`config.mk`:
```
export PLATFORM = sky130hd
export DESIGN_NAME = bsc_top
export DESIGN_NICKNAME = d
export VERILOG_FILES = /design/src/logic/bsc_pkg.sv /design/src/logic/bsc_top.sv
export VERILOG_INCLUDE_DIRS = /design/src /design/src/logic
export SDC_FILE = /design/constraint.sdc
export NUM_CORES = 2
export LEC_CHECK = 0
export ABC_AREA = 1
export BUFFER_PORTS_ARGS = -buffer_cell sky130_fd_sc_hd__buf_2
export CAP_MARGIN = 25
export CORE_ASPECT_RATIO = 1.4
export CORE_MARGIN = 8
export CORE_UTILIZATION = 60
export CTS_CLUSTER_DIAMETER = 50
export DETAILED_ROUTE_END_ITERATION = 16
export PLACE_DENSITY = 0.8
export SLEW_MARGIN = 25
export SYNTH_ARGS = -nofsm -noshare
export SYNTH_HDL_FRONTEND = slang
export SYNTH_SLANG_ARGS = --single-unit
```
`constraint.sdc`:
```
create_clock -name CLK -period 11.2 [get_ports CLK]
set_clock_uncertainty 0.05 [all_clocks]
set_input_delay 3.36 -clock CLK [delete_from_list [all_inputs] [get_ports CLK]]
set_output_delay 3.36 -clock CLK [all_outputs]
set_load 0.01 [all_outputs]
```
`src/logic/bsc_cfg.svh`:
```
// Address map, field positions, reset values and scaling for the
// synchronism-check block. Included by the block's top module, its checker and its bench.
`ifndef BSC_CFG_SVH
`define BSC_CFG_SVH

// Register byte addresses, one 32-bit word each.
`define BSC_ADDR_CTRL       8'h00
`define BSC_ADDR_VDIFF_LIM  8'h04
`define BSC_ADDR_SLIP_LIM   8'h08
`define BSC_ADDR_ANGLE_LIM  8'h0C
`define BSC_ADDR_DEAD_THR   8'h10
`define BSC_ADDR_LIVE_THR   8'h14
`define BSC_ADDR_CLOSE_TIME 8'h18
`define BSC_ADDR_STATUS     8'h1C
`define BSC_ADDR_MEAS_VDIFF 8'h20
`define BSC_ADDR_MEAS_SLIP  8'h24
`define BSC_ADDR_MEAS_ANGLE 8'h28

// Control register field positions.
`define BSC_CTRL_ENABLE     0
`define BSC_CTRL_MODE       1
`define BSC_CTRL_SUP_MAN    2
`define BSC_CTRL_SUP_AUTO   3
`define BSC_CTRL_EN_LIVE_BUS_DEAD_LINE_OVERRIDE    4
`define BSC_CTRL_EN_DEAD_BUS_LIVE_LINE_OVERRIDE    5
`define BSC_CTRL_EN_DEAD_BUS_DEAD_LINE_OVERRIDE    6
`define BSC_CTRL_PHASE_LO   8
`define BSC_CTRL_PHASE_HI   9

// Reset values.
`define BSC_RST_CTRL        10'h00C
`define BSC_RST_VDIFF_LIM   16'h0400
`define BSC_RST_SLIP_LIM    16'h0100
`define BSC_RST_ANGLE_LIM   16'h0380
`define BSC_RST_DEAD_THR    16'h0800
`define BSC_RST_LIVE_THR    16'h3000
`define BSC_RST_CLOSE_TIME  16'h0050

// Slip (2^-12 Hz) times close time (2^-10 s) gives 2^-22 turn; the
// angle scale is 2^-16 turn, so the product is shifted right by six.
`define BSC_ADV_SHIFT       6
`define BSC_ZERO32          32'h0000_0000

`endif

```
`src/logic/bsc_pkg.sv`:
```
// Types shared by the synchronism-check block and its surroundings.
// Assumes the constants header is on the include path.
package bsc_pkg;

  // Magnitudes in raw units, angles as 2^-16 of a turn, two's complement.
  typedef struct packed {
    logic [15:0] bus_phase_a_voltage;
    logic [15:0] bus_phase_b_voltage;
    logic [15:0] bus_phase_c_voltage;
    logic [15:0] line_side_voltage;
    logic [15:0] bus_phase_a_angle;
    logic [15:0] bus_phase_b_angle;
    logic [15:0] bus_phase_c_angle;
    logic [15:0] line_side_angle;
    logic [23:0] bus_frequency;
    logic [23:0] line_frequency;
  } bsc_meas_type;

  typedef enum logic {
    BSC_GRID_TO_GRID_MODE,
    BSC_MACHINE_TO_GRID_MODE
  } bsc_mode_type;

  typedef enum logic [1:0] {
    BSC_PHASE_A,
    BSC_PHASE_B,
    BSC_PHASE_C,
    BSC_PHASE_SPARE
  } bsc_phase_type;

  typedef struct packed {
    bsc_phase_type phase_select;
    logic          dead_bus_dead_line_override;
    logic          dead_bus_live_line_override;
    logic          live_bus_dead_line_override;
    logic          supervise_auto;
    logic          supervise_manual;
    bsc_mode_type  synchronization_mode_select;
    logic          enable;
  } bsc_ctrl_type;

  typedef struct packed {
    logic manual_close;
    logic auto_close;
    logic external_bypass;
  } bsc_req_type;

endpackage

```
`src/logic/bsc_top.sv`:
```
// Synchronism-check block: compares the bus voltage set with the line
// voltage and releases breaker close requests. Measurements come from a
// phasor front end with a one-cycle valid strobe; registers are reached over
// a plain address/strobe port with read data one cycle after the strobe.
// Assumes one clock, an asynchronous active-high reset, request levels that
// are already synchronous to the clock, and a front end that keeps its
// magnitudes, angles and frequencies in the scaling of the package.
`timescale 1ns/10ps
`include "bsc_cfg.svh"

// Operation
// - First three voltage channels are the bus voltages.
// - Fourth channel is line voltage, compared with configured bus phase.
// - Evaluate magnitude difference, angle difference and slip frequency.
// - Supervise manual, automatic or both close requests as configured.
// - Slip is absolute bus frequency minus line frequency.
// - Synchronous only while all three quantities are within limits.
// - Mode selects machine-to-grid or grid-to-grid behaviour.
// - Machine-to-grid close-angle check uses breaker closing time.
// - Advance release by slip times closing time to hit zero angle.
// - Grid-to-grid mode ignores closing time, no advance.
// - Enabled dead/live overrides permit closing without the check.
// - External bypass permits closing; its source must ensure synchronism.
module bsc_top (
  input  wire logic                CLK,
  input  wire logic                RST,
  input  wire logic [7:0]          ADDR,
  input  wire logic [31:0]         WR_DATA,
  input  wire logic                WR_STB,
  input  wire logic                RD_STB,
  output logic [31:0]              RD_DATA,
  input  wire logic                MEAS_VALID,
  input  wire bsc_pkg::bsc_meas_type MEAS,
  input  wire bsc_pkg::bsc_req_type  REQ,
  output logic                     SYNC_OK,
  output logic                     CLOSE_RELEASE,
  output logic                     OVERRIDE_ACTIVE
);
  import bsc_pkg::*;

  bsc_ctrl_type ctrl_q;
  logic [15:0]  vdiff_lim_q;
  logic [15:0]  slip_lim_q;
  logic [15:0]  angle_lim_q;
  logic [15:0]  dead_thr_q;
  logic [15:0]  live_thr_q;
  logic [15:0]  close_time_q;

  // First stage: raw differences of one measurement set.
  logic [15:0]  vdiff_q;
  logic [23:0]  slip_q;
  logic         bus_fast_q;
  logic [15:0]  angle_q;
  logic         bus_live_q;
  logic         bus_dead_q;
  logic         line_live_q;
  logic         line_dead_q;
  logic         stage1_q;

  // Second stage: limit checks.
  logic         vdiff_ok_q;
  logic         slip_ok_q;
  logic         angle_ok_q;
  logic         override_q;
  logic [15:0]  pred_angle_q;

  logic [15:0]  bus_mag [3];
  logic [15:0]  bus_ang [3];
  logic [2:0]   ph_live;
  logic [2:0]   ph_dead;
  logic [15:0]  sel_mag;
  logic [15:0]  sel_ang;
  logic [15:0]  vdiff_d;
  logic [23:0]  slip_d;
  logic [15:0]  angle_d;
  logic [31:0]  adv_prod;
  logic [15:0]  adv;
  logic [15:0]  pred_angle_d;
  logic [15:0]  pred_abs;
  logic         permit;
  logic         supervised;
  logic         any_req;
  logic [31:0]  rd_data_d;
  logic [31:0]  adv_scaled;
  logic         adv_sat;
  bsc_ctrl_type ctrl_wr;

  // The control word keeps bit 7 unused while the register type packs its
  // fields without a gap, so the reset value and the write image both skip
  // that bit; casting the raw word would shift the phase select down by one.
  localparam logic [9:0]   ctrl_rst_word = `BSC_RST_CTRL;
  localparam bsc_ctrl_type ctrl_rst      =
    bsc_ctrl_type'({ctrl_rst_word[`BSC_CTRL_PHASE_HI:`BSC_CTRL_PHASE_LO],
                    ctrl_rst_word[`BSC_CTRL_EN_DEAD_BUS_DEAD_LINE_OVERRIDE:`BSC_CTRL_ENABLE]});

  // The three bus channels, phase-to-neutral or phase-to-phase alike.
  // The block never needs to know which, as long as both sides scale alike.
  assign bus_mag[0] = MEAS.bus_phase_a_voltage;
  assign bus_mag[1] = MEAS.bus_phase_b_voltage;
  assign bus_mag[2] = MEAS.bus_phase_c_voltage;
  assign bus_ang[0] = MEAS.bus_phase_a_angle;
  assign bus_ang[1] = MEAS.bus_phase_b_angle;
  assign bus_ang[2] = MEAS.bus_phase_c_angle;

  // Per-phase dead and live classification of the bus. A phase that sits
  // between the two thresholds is neither, so a sagging bus blocks the
  // overrides rather than being mistaken for a dead one.
  genvar gi;
  generate
    for (gi = 0; gi < 3; gi = gi + 1) begin : g_phase
      assign ph_live[gi] = (bus_mag[gi] >= live_thr_q);
      assign ph_dead[gi] = (bus_mag[gi] <  dead_thr_q);
    end
  endgenerate

  // Bus phase that the line channel is compared with; the spare code
  // falls back to phase A so a bad setting never blocks the check.
  // Angles travel with the magnitudes so that both come from one phase.
  always_comb begin
    case (ctrl_q.phase_select)
      BSC_PHASE_B: begin
        sel_mag = bus_mag[1];
        sel_ang = bus_ang[1];
      end
      BSC_PHASE_C: begin
        sel_mag = bus_mag[2];
        sel_ang = bus_ang[2];
      end
      default: begin
        sel_mag = bus_mag[0];
        sel_ang = bus_ang[0];
      end
    endcase
  end

  // Raw differences; the angle subtraction wraps, which is what we want,
  // since a half turn either way is the largest error that can exist.
  // Magnitude and slip use an ordered subtraction so neither can wrap.
  always_comb begin
    if (sel_mag >= MEAS.line_side_voltage) begin
      vdiff_d = sel_mag - MEAS.line_side_voltage;
    end else begin
      vdiff_d = MEAS.line_side_voltage - sel_mag;
    end
    if (MEAS.bus_frequency >= MEAS.line_frequency) begin
      slip_d = MEAS.bus_frequency - MEAS.line_frequency;
    end else begin
      slip_d = MEAS.line_frequency - MEAS.bus_frequency;
    end
    angle_d = sel_ang - MEAS.line_side_angle;
  end

  // Stage one captures a new set on each measurement strobe.
  // Between strobes the inputs are ignored, so the front end may let them
  // wander; the results of the last set stand until the next one.
  always_ff @(posedge CLK or posedge RST) begin
    if (RST) begin
      vdiff_q     <= 16'h0000;
      slip_q      <= 24'h000000;
      bus_fast_q  <= 1'b0;
      angle_q     <= 16'h0000;
      bus_live_q  <= 1'b0;
      bus_dead_q  <= 1'b0;
      line_live_q <= 1'b0;
      line_dead_q <= 1'b0;
    end else if (MEAS_VALID) begin
      vdiff_q     <= vdiff_d;
      slip_q      <= slip_d;
      bus_fast_q  <= (MEAS.bus_frequency > MEAS.line_frequency);
      angle_q     <= angle_d;
      bus_live_q  <= &ph_live;
      bus_dead_q  <= &ph_dead;
      line_live_q <= (MEAS.line_side_voltage >= live_thr_q);
      line_dead_q <= (MEAS.line_side_voltage <  dead_thr_q);
    end
  end

  // Stage-one valid marker, one cycle behind the strobe.
  // It gates stage two, so each set is judged exactly once.
  always_ff @(posedge CLK or posedge RST) begin
    if (RST) begin
      stage1_q <= 1'b0;
    end else begin
      stage1_q <= MEAS_VALID;
    end
  end

  // Close-angle advance: the angle moves by slip times closing time while
  // the breaker travels. Saturating keeps a wild slip from wrapping the
  // prediction back into the window.
  assign adv_prod   = slip_q[15:0] * close_time_q;
  assign adv_scaled = adv_prod >> `BSC_ADV_SHIFT;

  // Only the low 16 bits of the slip enter the product, so a slip of 2^16
  // units or more saturates as well; the check window is far smaller anyway.
  assign adv_sat    = (adv_scaled > 32'h0000_7FFF) ||
                      (slip_q[23:16] != 8'h00);

  // Grid-to-grid closing takes no advance: the closing time plays no part
  // there, so the raw angle is what is judged.
  always_comb begin
    if (ctrl_q.synchronization_mode_select == BSC_GRID_TO_GRID_MODE) begin
      adv = 16'h0000;
    end else if (adv_sat) begin
      adv = 16'h7FFF;
    end else begin
      adv = adv_scaled[15:0];
    end
    // A faster bus drives the angle upward, so look ahead in that sense.
    if (bus_fast_q) begin
      pred_angle_d = angle_q + adv;
    end else begin
      pred_angle_d = angle_q - adv;
    end
    if (pred_angle_d[15]) begin
      pred_abs = 16'h0000 - pred_angle_d;
    end else begin
      pred_abs = pred_angle_d;
    end
  end

  // Stage two: limit checks and override states, refreshed per set.
  // The predicted angle is kept for readback so software can see how far
  // the advance moved the window.
  always_ff @(posedge CLK or posedge RST) begin
    if (RST) begin
      vdiff_ok_q   <= 1'b0;
      slip_ok_q    <= 1'b0;
      angle_ok_q   <= 1'b0;
      override_q   <= 1'b0;
      pred_angle_q <= 16'h0000;
    end else if (stage1_q) begin
      vdiff_ok_q   <= (vdiff_q <= vdiff_lim_q);
      slip_ok_q    <= (slip_q <= {8'h00, slip_lim_q});
      angle_ok_q   <= (pred_abs <= angle_lim_q);
      pred_angle_q <= pred_angle_d;
      override_q   <=
        (ctrl_q.live_bus_dead_line_override && bus_live_q && line_dead_q) ||
        (ctrl_q.dead_bus_live_line_override && bus_dead_q && line_live_q) ||
        (ctrl_q.dead_bus_dead_line_override && bus_dead_q && line_dead_q);
    end
  end

  // A request from a supervised source needs a permit; an unsupervised
  // source passes straight through while the block is enabled and no supervised request is present.
  assign any_req    = REQ.manual_close || REQ.auto_close;
  assign supervised = (REQ.manual_close && ctrl_q.supervise_manual) ||
                      (REQ.auto_close && ctrl_q.supervise_auto);
  // The permit uses the reported levels, not the stage-two flags, so a
  // release never leads the SYNC_OK or OVERRIDE_ACTIVE that justify it.
  assign permit     = SYNC_OK || OVERRIDE_ACTIVE ||
                      REQ.external_bypass;

  // Outputs come from flip-flops; all drop while the block is disabled.
  // Disabling also stops unsupervised requests: a switched-off check
  // releases nothing at all.
  always_ff @(posedge CLK or posedge RST) begin
    if (RST) begin
      SYNC_OK         <= 1'b0;
      CLOSE_RELEASE   <= 1'b0;
      OVERRIDE_ACTIVE <= 1'b0;
    end else if (!ctrl_q.enable) begin
      SYNC_OK         <= 1'b0;
      CLOSE_RELEASE   <= 1'b0;
      OVERRIDE_ACTIVE <= 1'b0;
    end else begin
      SYNC_OK         <= vdiff_ok_q && slip_ok_q && angle_ok_q;
      OVERRIDE_ACTIVE <= override_q || REQ.external_bypass;
      CLOSE_RELEASE   <= any_req && (!supervised || permit);
    end
  end

  // Write image of the control word with the unused bit 7 squeezed out.
  assign ctrl_wr = bsc_ctrl_type'(
    {WR_DATA[`BSC_CTRL_PHASE_HI:`BSC_CTRL_PHASE_LO],
     WR_DATA[`BSC_CTRL_EN_DEAD_BUS_DEAD_LINE_OVERRIDE:`BSC_CTRL_ENABLE]});

  // Register writes; unmapped or read-only addresses are ignored.
  // New limits and thresholds take effect with the next measurement set.
  always_ff @(posedge CLK or posedge RST) begin
    if (RST) begin
      ctrl_q       <= ctrl_rst;
      vdiff_lim_q  <= `BSC_RST_VDIFF_LIM;
      slip_lim_q   <= `BSC_RST_SLIP_LIM;
      angle_lim_q  <= `BSC_RST_ANGLE_LIM;
      dead_thr_q   <= `BSC_RST_DEAD_THR;
      live_thr_q   <= `BSC_RST_LIVE_THR;
      close_time_q <= `BSC_RST_CLOSE_TIME;
    end else if (WR_STB) begin
      case (ADDR)
        `BSC_ADDR_CTRL: begin
          ctrl_q <= ctrl_wr;
        end
        `BSC_ADDR_VDIFF_LIM:  vdiff_lim_q  <= WR_DATA[15:0];
        `BSC_ADDR_SLIP_LIM:   slip_lim_q   <= WR_DATA[15:0];
        `BSC_ADDR_ANGLE_LIM:  angle_lim_q  <= WR_DATA[15:0];
        `BSC_ADDR_DEAD_THR:   dead_thr_q   <= WR_DATA[15:0];
        `BSC_ADDR_LIVE_THR:   live_thr_q   <= WR_DATA[15:0];
        `BSC_ADDR_CLOSE_TIME: close_time_q <= WR_DATA[15:0];
        default: begin
        end
      endcase
    end
  end

  // Read mux; bit 7 of the control word reads as zero. Status and measured
  // values are live views, so a read shows the state of its own cycle.
  always_comb begin
    case (ADDR)
      `BSC_ADDR_CTRL: begin
        rd_data_d = {22'h000000, ctrl_q.phase_select, 1'b0,
                     ctrl_q[`BSC_CTRL_EN_DEAD_BUS_DEAD_LINE_OVERRIDE:`BSC_CTRL_ENABLE]};
      end
      `BSC_ADDR_VDIFF_LIM:  rd_data_d = {16'h0000, vdiff_lim_q};
      `BSC_ADDR_SLIP_LIM:   rd_data_d = {16'h0000, slip_lim_q};
      `BSC_ADDR_ANGLE_LIM:  rd_data_d = {16'h0000, angle_lim_q};
      `BSC_ADDR_DEAD_THR:   rd_data_d = {16'h0000, dead_thr_q};
      `BSC_ADDR_LIVE_THR:   rd_data_d = {16'h0000, live_thr_q};
      `BSC_ADDR_CLOSE_TIME: rd_data_d = {16'h0000, close_time_q};
      `BSC_ADDR_STATUS: begin
        rd_data_d = {20'h00000, line_dead_q, line_live_q, bus_dead_q,
                     bus_live_q, 1'b0, OVERRIDE_ACTIVE, CLOSE_RELEASE,
                     SYNC_OK, angle_ok_q, slip_ok_q, vdiff_ok_q,
                     override_q};
      end
      `BSC_ADDR_MEAS_VDIFF: rd_data_d = {16'h0000, vdiff_q};
      `BSC_ADDR_MEAS_SLIP:  rd_data_d = {8'h00, slip_q};
      `BSC_ADDR_MEAS_ANGLE: rd_data_d = {angle_q, pred_angle_q};
      default:              rd_data_d = `BSC_ZERO32;
    endcase
  end

  // Read data stand only in the cycle after the strobe.
  // Zero between reads keeps a stale word from looking like a fresh one.
  always_ff @(posedge CLK or posedge RST) begin
    if (RST) begin
      RD_DATA <= `BSC_ZERO32;
    end else if (RD_STB) begin
      RD_DATA <= rd_data_d;
    end else begin
      RD_DATA <= `BSC_ZERO32;
    end
  end

endmodule

```
==> results.cfg <==
[yosys]
synth.distinct_cells = 60
synth_edf_count = 0
syn_nets = 4817
synth_area_um2 = 29100
yosys-top-cells-count = nand2_1, inv_1, ha_1
syn_avg_cell_area_um2 = 7.25
async_flop_share_pct = 100
synth_seq_area_share_pct = 19.2
ys_seq_elements = 222
synth_most_common_cell = nand2_1
yosysTopAreaCell = dfrtp_1
synth-main-ff-cell = dfrtp_1
synth_top_area_share_pct = 18.1
synth_warnings = 0
synth_area_leaders = dfrtp_1, ha_1, fa_1
synthCells = 4008

[finish]
syn_to_final_growth_pct = 8.97
reg_top3 = RD_DATA x32, slip_q x24
regMostFlops = RD_DATA
drive_gt1_share_pct = 9.79
nets = 4994
final_cell_count_no_fill = 4830
largest_reg_flops = 32

[setup_path]
path_class = reg -> reg
worstPathMaxFanout = 14
critPathCaptureType = flip-flop
cp.required_ns = 11.59
cp.arrival_ns = 10.95
slowest_delay_ns = 0.60
start_kind = flip-flop
crit_top_cell = nand2_1
cp_slowest_cell = dfrtp_4

[sta]
maxSlewHeadroom_pct = 29.4
setup_viol = 0
slew_viol_final = 0
max_freq_ghz = 0.0947
worstMarginPinSlew_ns = 1.06
grt_setup_unrepaired = no
fin_crit_ns = 10.56
hold_viol = 0
fin_crit_sh_pct = 94.2
tns_ns = 0

[power_and_ir_drop]
p_comb_share_pct = 50.0
ir_drop_v = 0.0000876
clock_power_share_pct = 21.0
power.switching_mw = 1.65
swShare_pct = 45.4
power.internal_mw = 1.98
pwr_density_cell_nw_per_um2 = 115
power_frac_seq_pct = 29.0
total_leakage_power_nw = 17.5

[die]
io_pins = 259
core_um2 = 47900
die_w_um = 202
die_h_um = 276
start_util_pct = 60.7
die_area_um2 = 55800
rows = 95

[route]
highest_layer = met5
dr_wl_met2_mm = 45.2
wl_met1_mm = 34.2
wirelength_mm = 92.2
drt_iter0_markers = 1807
final_antenna_net_count = 0
first_pass_iters = 6
drt-vias-per-instance = 5.71
wl_met3_mm = 6.59
wl_per_cell_um = 19.1
drc = 0
vias = 27600

[cts]
cts_resized = 0
htreeDepth = 1
cts_tree = yes
ctsHoldBuffers = 0
postCtsSetupBuffers = 0
clock_sinks = 222
cts_made_buffers = 20
cts.root.buffer_cell = clkbuf_16
path_clk_slew_ns = 0.07
clk_latency_ns = 0.54
clockBufferDepth = 3

[global_routing]
grt_max_degree = 151
antenna_found_initial = 1
grt_pass1_wl_mm = 145
grtUsageTotal_pct = 32.4
grt_overflow = 0
first_global_vias = 27900

[hold_path]
min_path_type = reg -> reg

[placement]
port_buffers = 242
hpwl_mm = 75.6
gp_congestion = 0.999
dpl.cell_count = 4793

[run]
maxCapViolCount = 0

[status]
status = completed
[cells by family after synthesis]
logic type	count (synthesis)	synth area share (%)
multiplexers	7	0.241
buffers and inverters	996	13.1
AND/OR/NAND/NOR	1332	18.8
flip-flops	222	19.2
adder cells (fa/ha/maj)	585	30.3
XOR/XNOR	90	2.71
AO/OA/AOI/OAI	776	15.7
[worst max-delay path, delay by kind of cell, from the launching register on]
kind	cells	cell delay (ns)
DFF	1	0.60
buffers and inverters	10	0.99
xor gates and xnor gates	2	0.42
AOI/OAI and AO/OA	6	1.24
and+or+nand+nor	25	3.08
adders and majority gates	9	4.10
[power by group through the flow]
| stage | logic [mW] | registers (mW) | clock network (mW) |
|---|---|---|---|
| finish | 1.81 | 1.05 | 0.761 |
| global route | 2.03 | 1.06 | 0.790 |
| CTS | 1.79 | 1.04 | 0.767 |
| detailed placement | 1.77 | 1.06 | 0 |
| global placement | 1.73 | 1.05 | 0 |
| floorplan | 1.31 | 0.951 | 0 |
[stage by stage]
| stage | instance area [um^2] | setup WS [ns] | util [%] | hold WS, ns | total power, mW |
|---|---|---|---|---|---|
| final | 31700 | 0.645 | 66.1 | 0.435 | 3.63 |
| after global routing | 31700 | 0.00907 | 66.1 | 0.459 | 3.88 |
| after CTS | 31600 | 0.341 | 65.9 | 0.440 | 3.59 |
| after detailed placement | 30900 | 0.404 | 64.5 | 0.424 | 2.83 |
| after global placement | 30900 | 0.563 | 64.5 | 0.416 | 2.79 |
| after floorplan | 29100 | 1.55 | - | 0.399 | 2.26 |
[path summary, 6_finish.rpt]
check                              start            end  slack (ns)  cells past startpoint
setup / recovery               slip_q[5]     angle_ok_q        0.64                     52
hold / removal             dead_thr_q[1]  dead_thr_q[1]        0.44                      2
setup reg to reg               slip_q[5]     angle_ok_q        0.64                     52
hold reg to reg            dead_thr_q[1]  dead_thr_q[1]        0.44                      2
max in group asynchronous            RST      slip_q[2]        6.65                      3
min in group asynchronous            RST  slip_lim_q[2]        2.82                      2
[layout by cell type (no fill, tap or decap), drive strengths merged, types with 28 or more instances in the layout]
cell type / count
a21oi: 247
a221o: 31
buf: 294
dfrtp: 210
fa: 199
ha: 386
inv: 854
nand2: 964
nand3: 116
nand4: 28
nor2: 158
nor3: 42
o21ai: 301
o22ai: 34
xnor2: 36
xor2: 54
[per-layer routing]
| metal | up-vias | global-route usage (%) |
|---|---|---|
| li1 | 13100 | - |
| met1 | 12900 | 36.5 |
| met2 | 1206 | 57.5 |
| met3 | 343 | 4.51 |
| met4 | 2 | 19.5 |
| met5 | - | 0 |
[final cells by class]
class                      instances  area [um^2]
tap                              630          788
antenna                            2         5.00
timing repair buffer             294         1600
sequential                       222         5600
inverter                         857         3230
fill                            4341        16200
clock inverter                    13          198
clock buffer                      22          508
multi-input combinational       2790        19700
No activity file was read; power rests on OpenSTA's default activity.
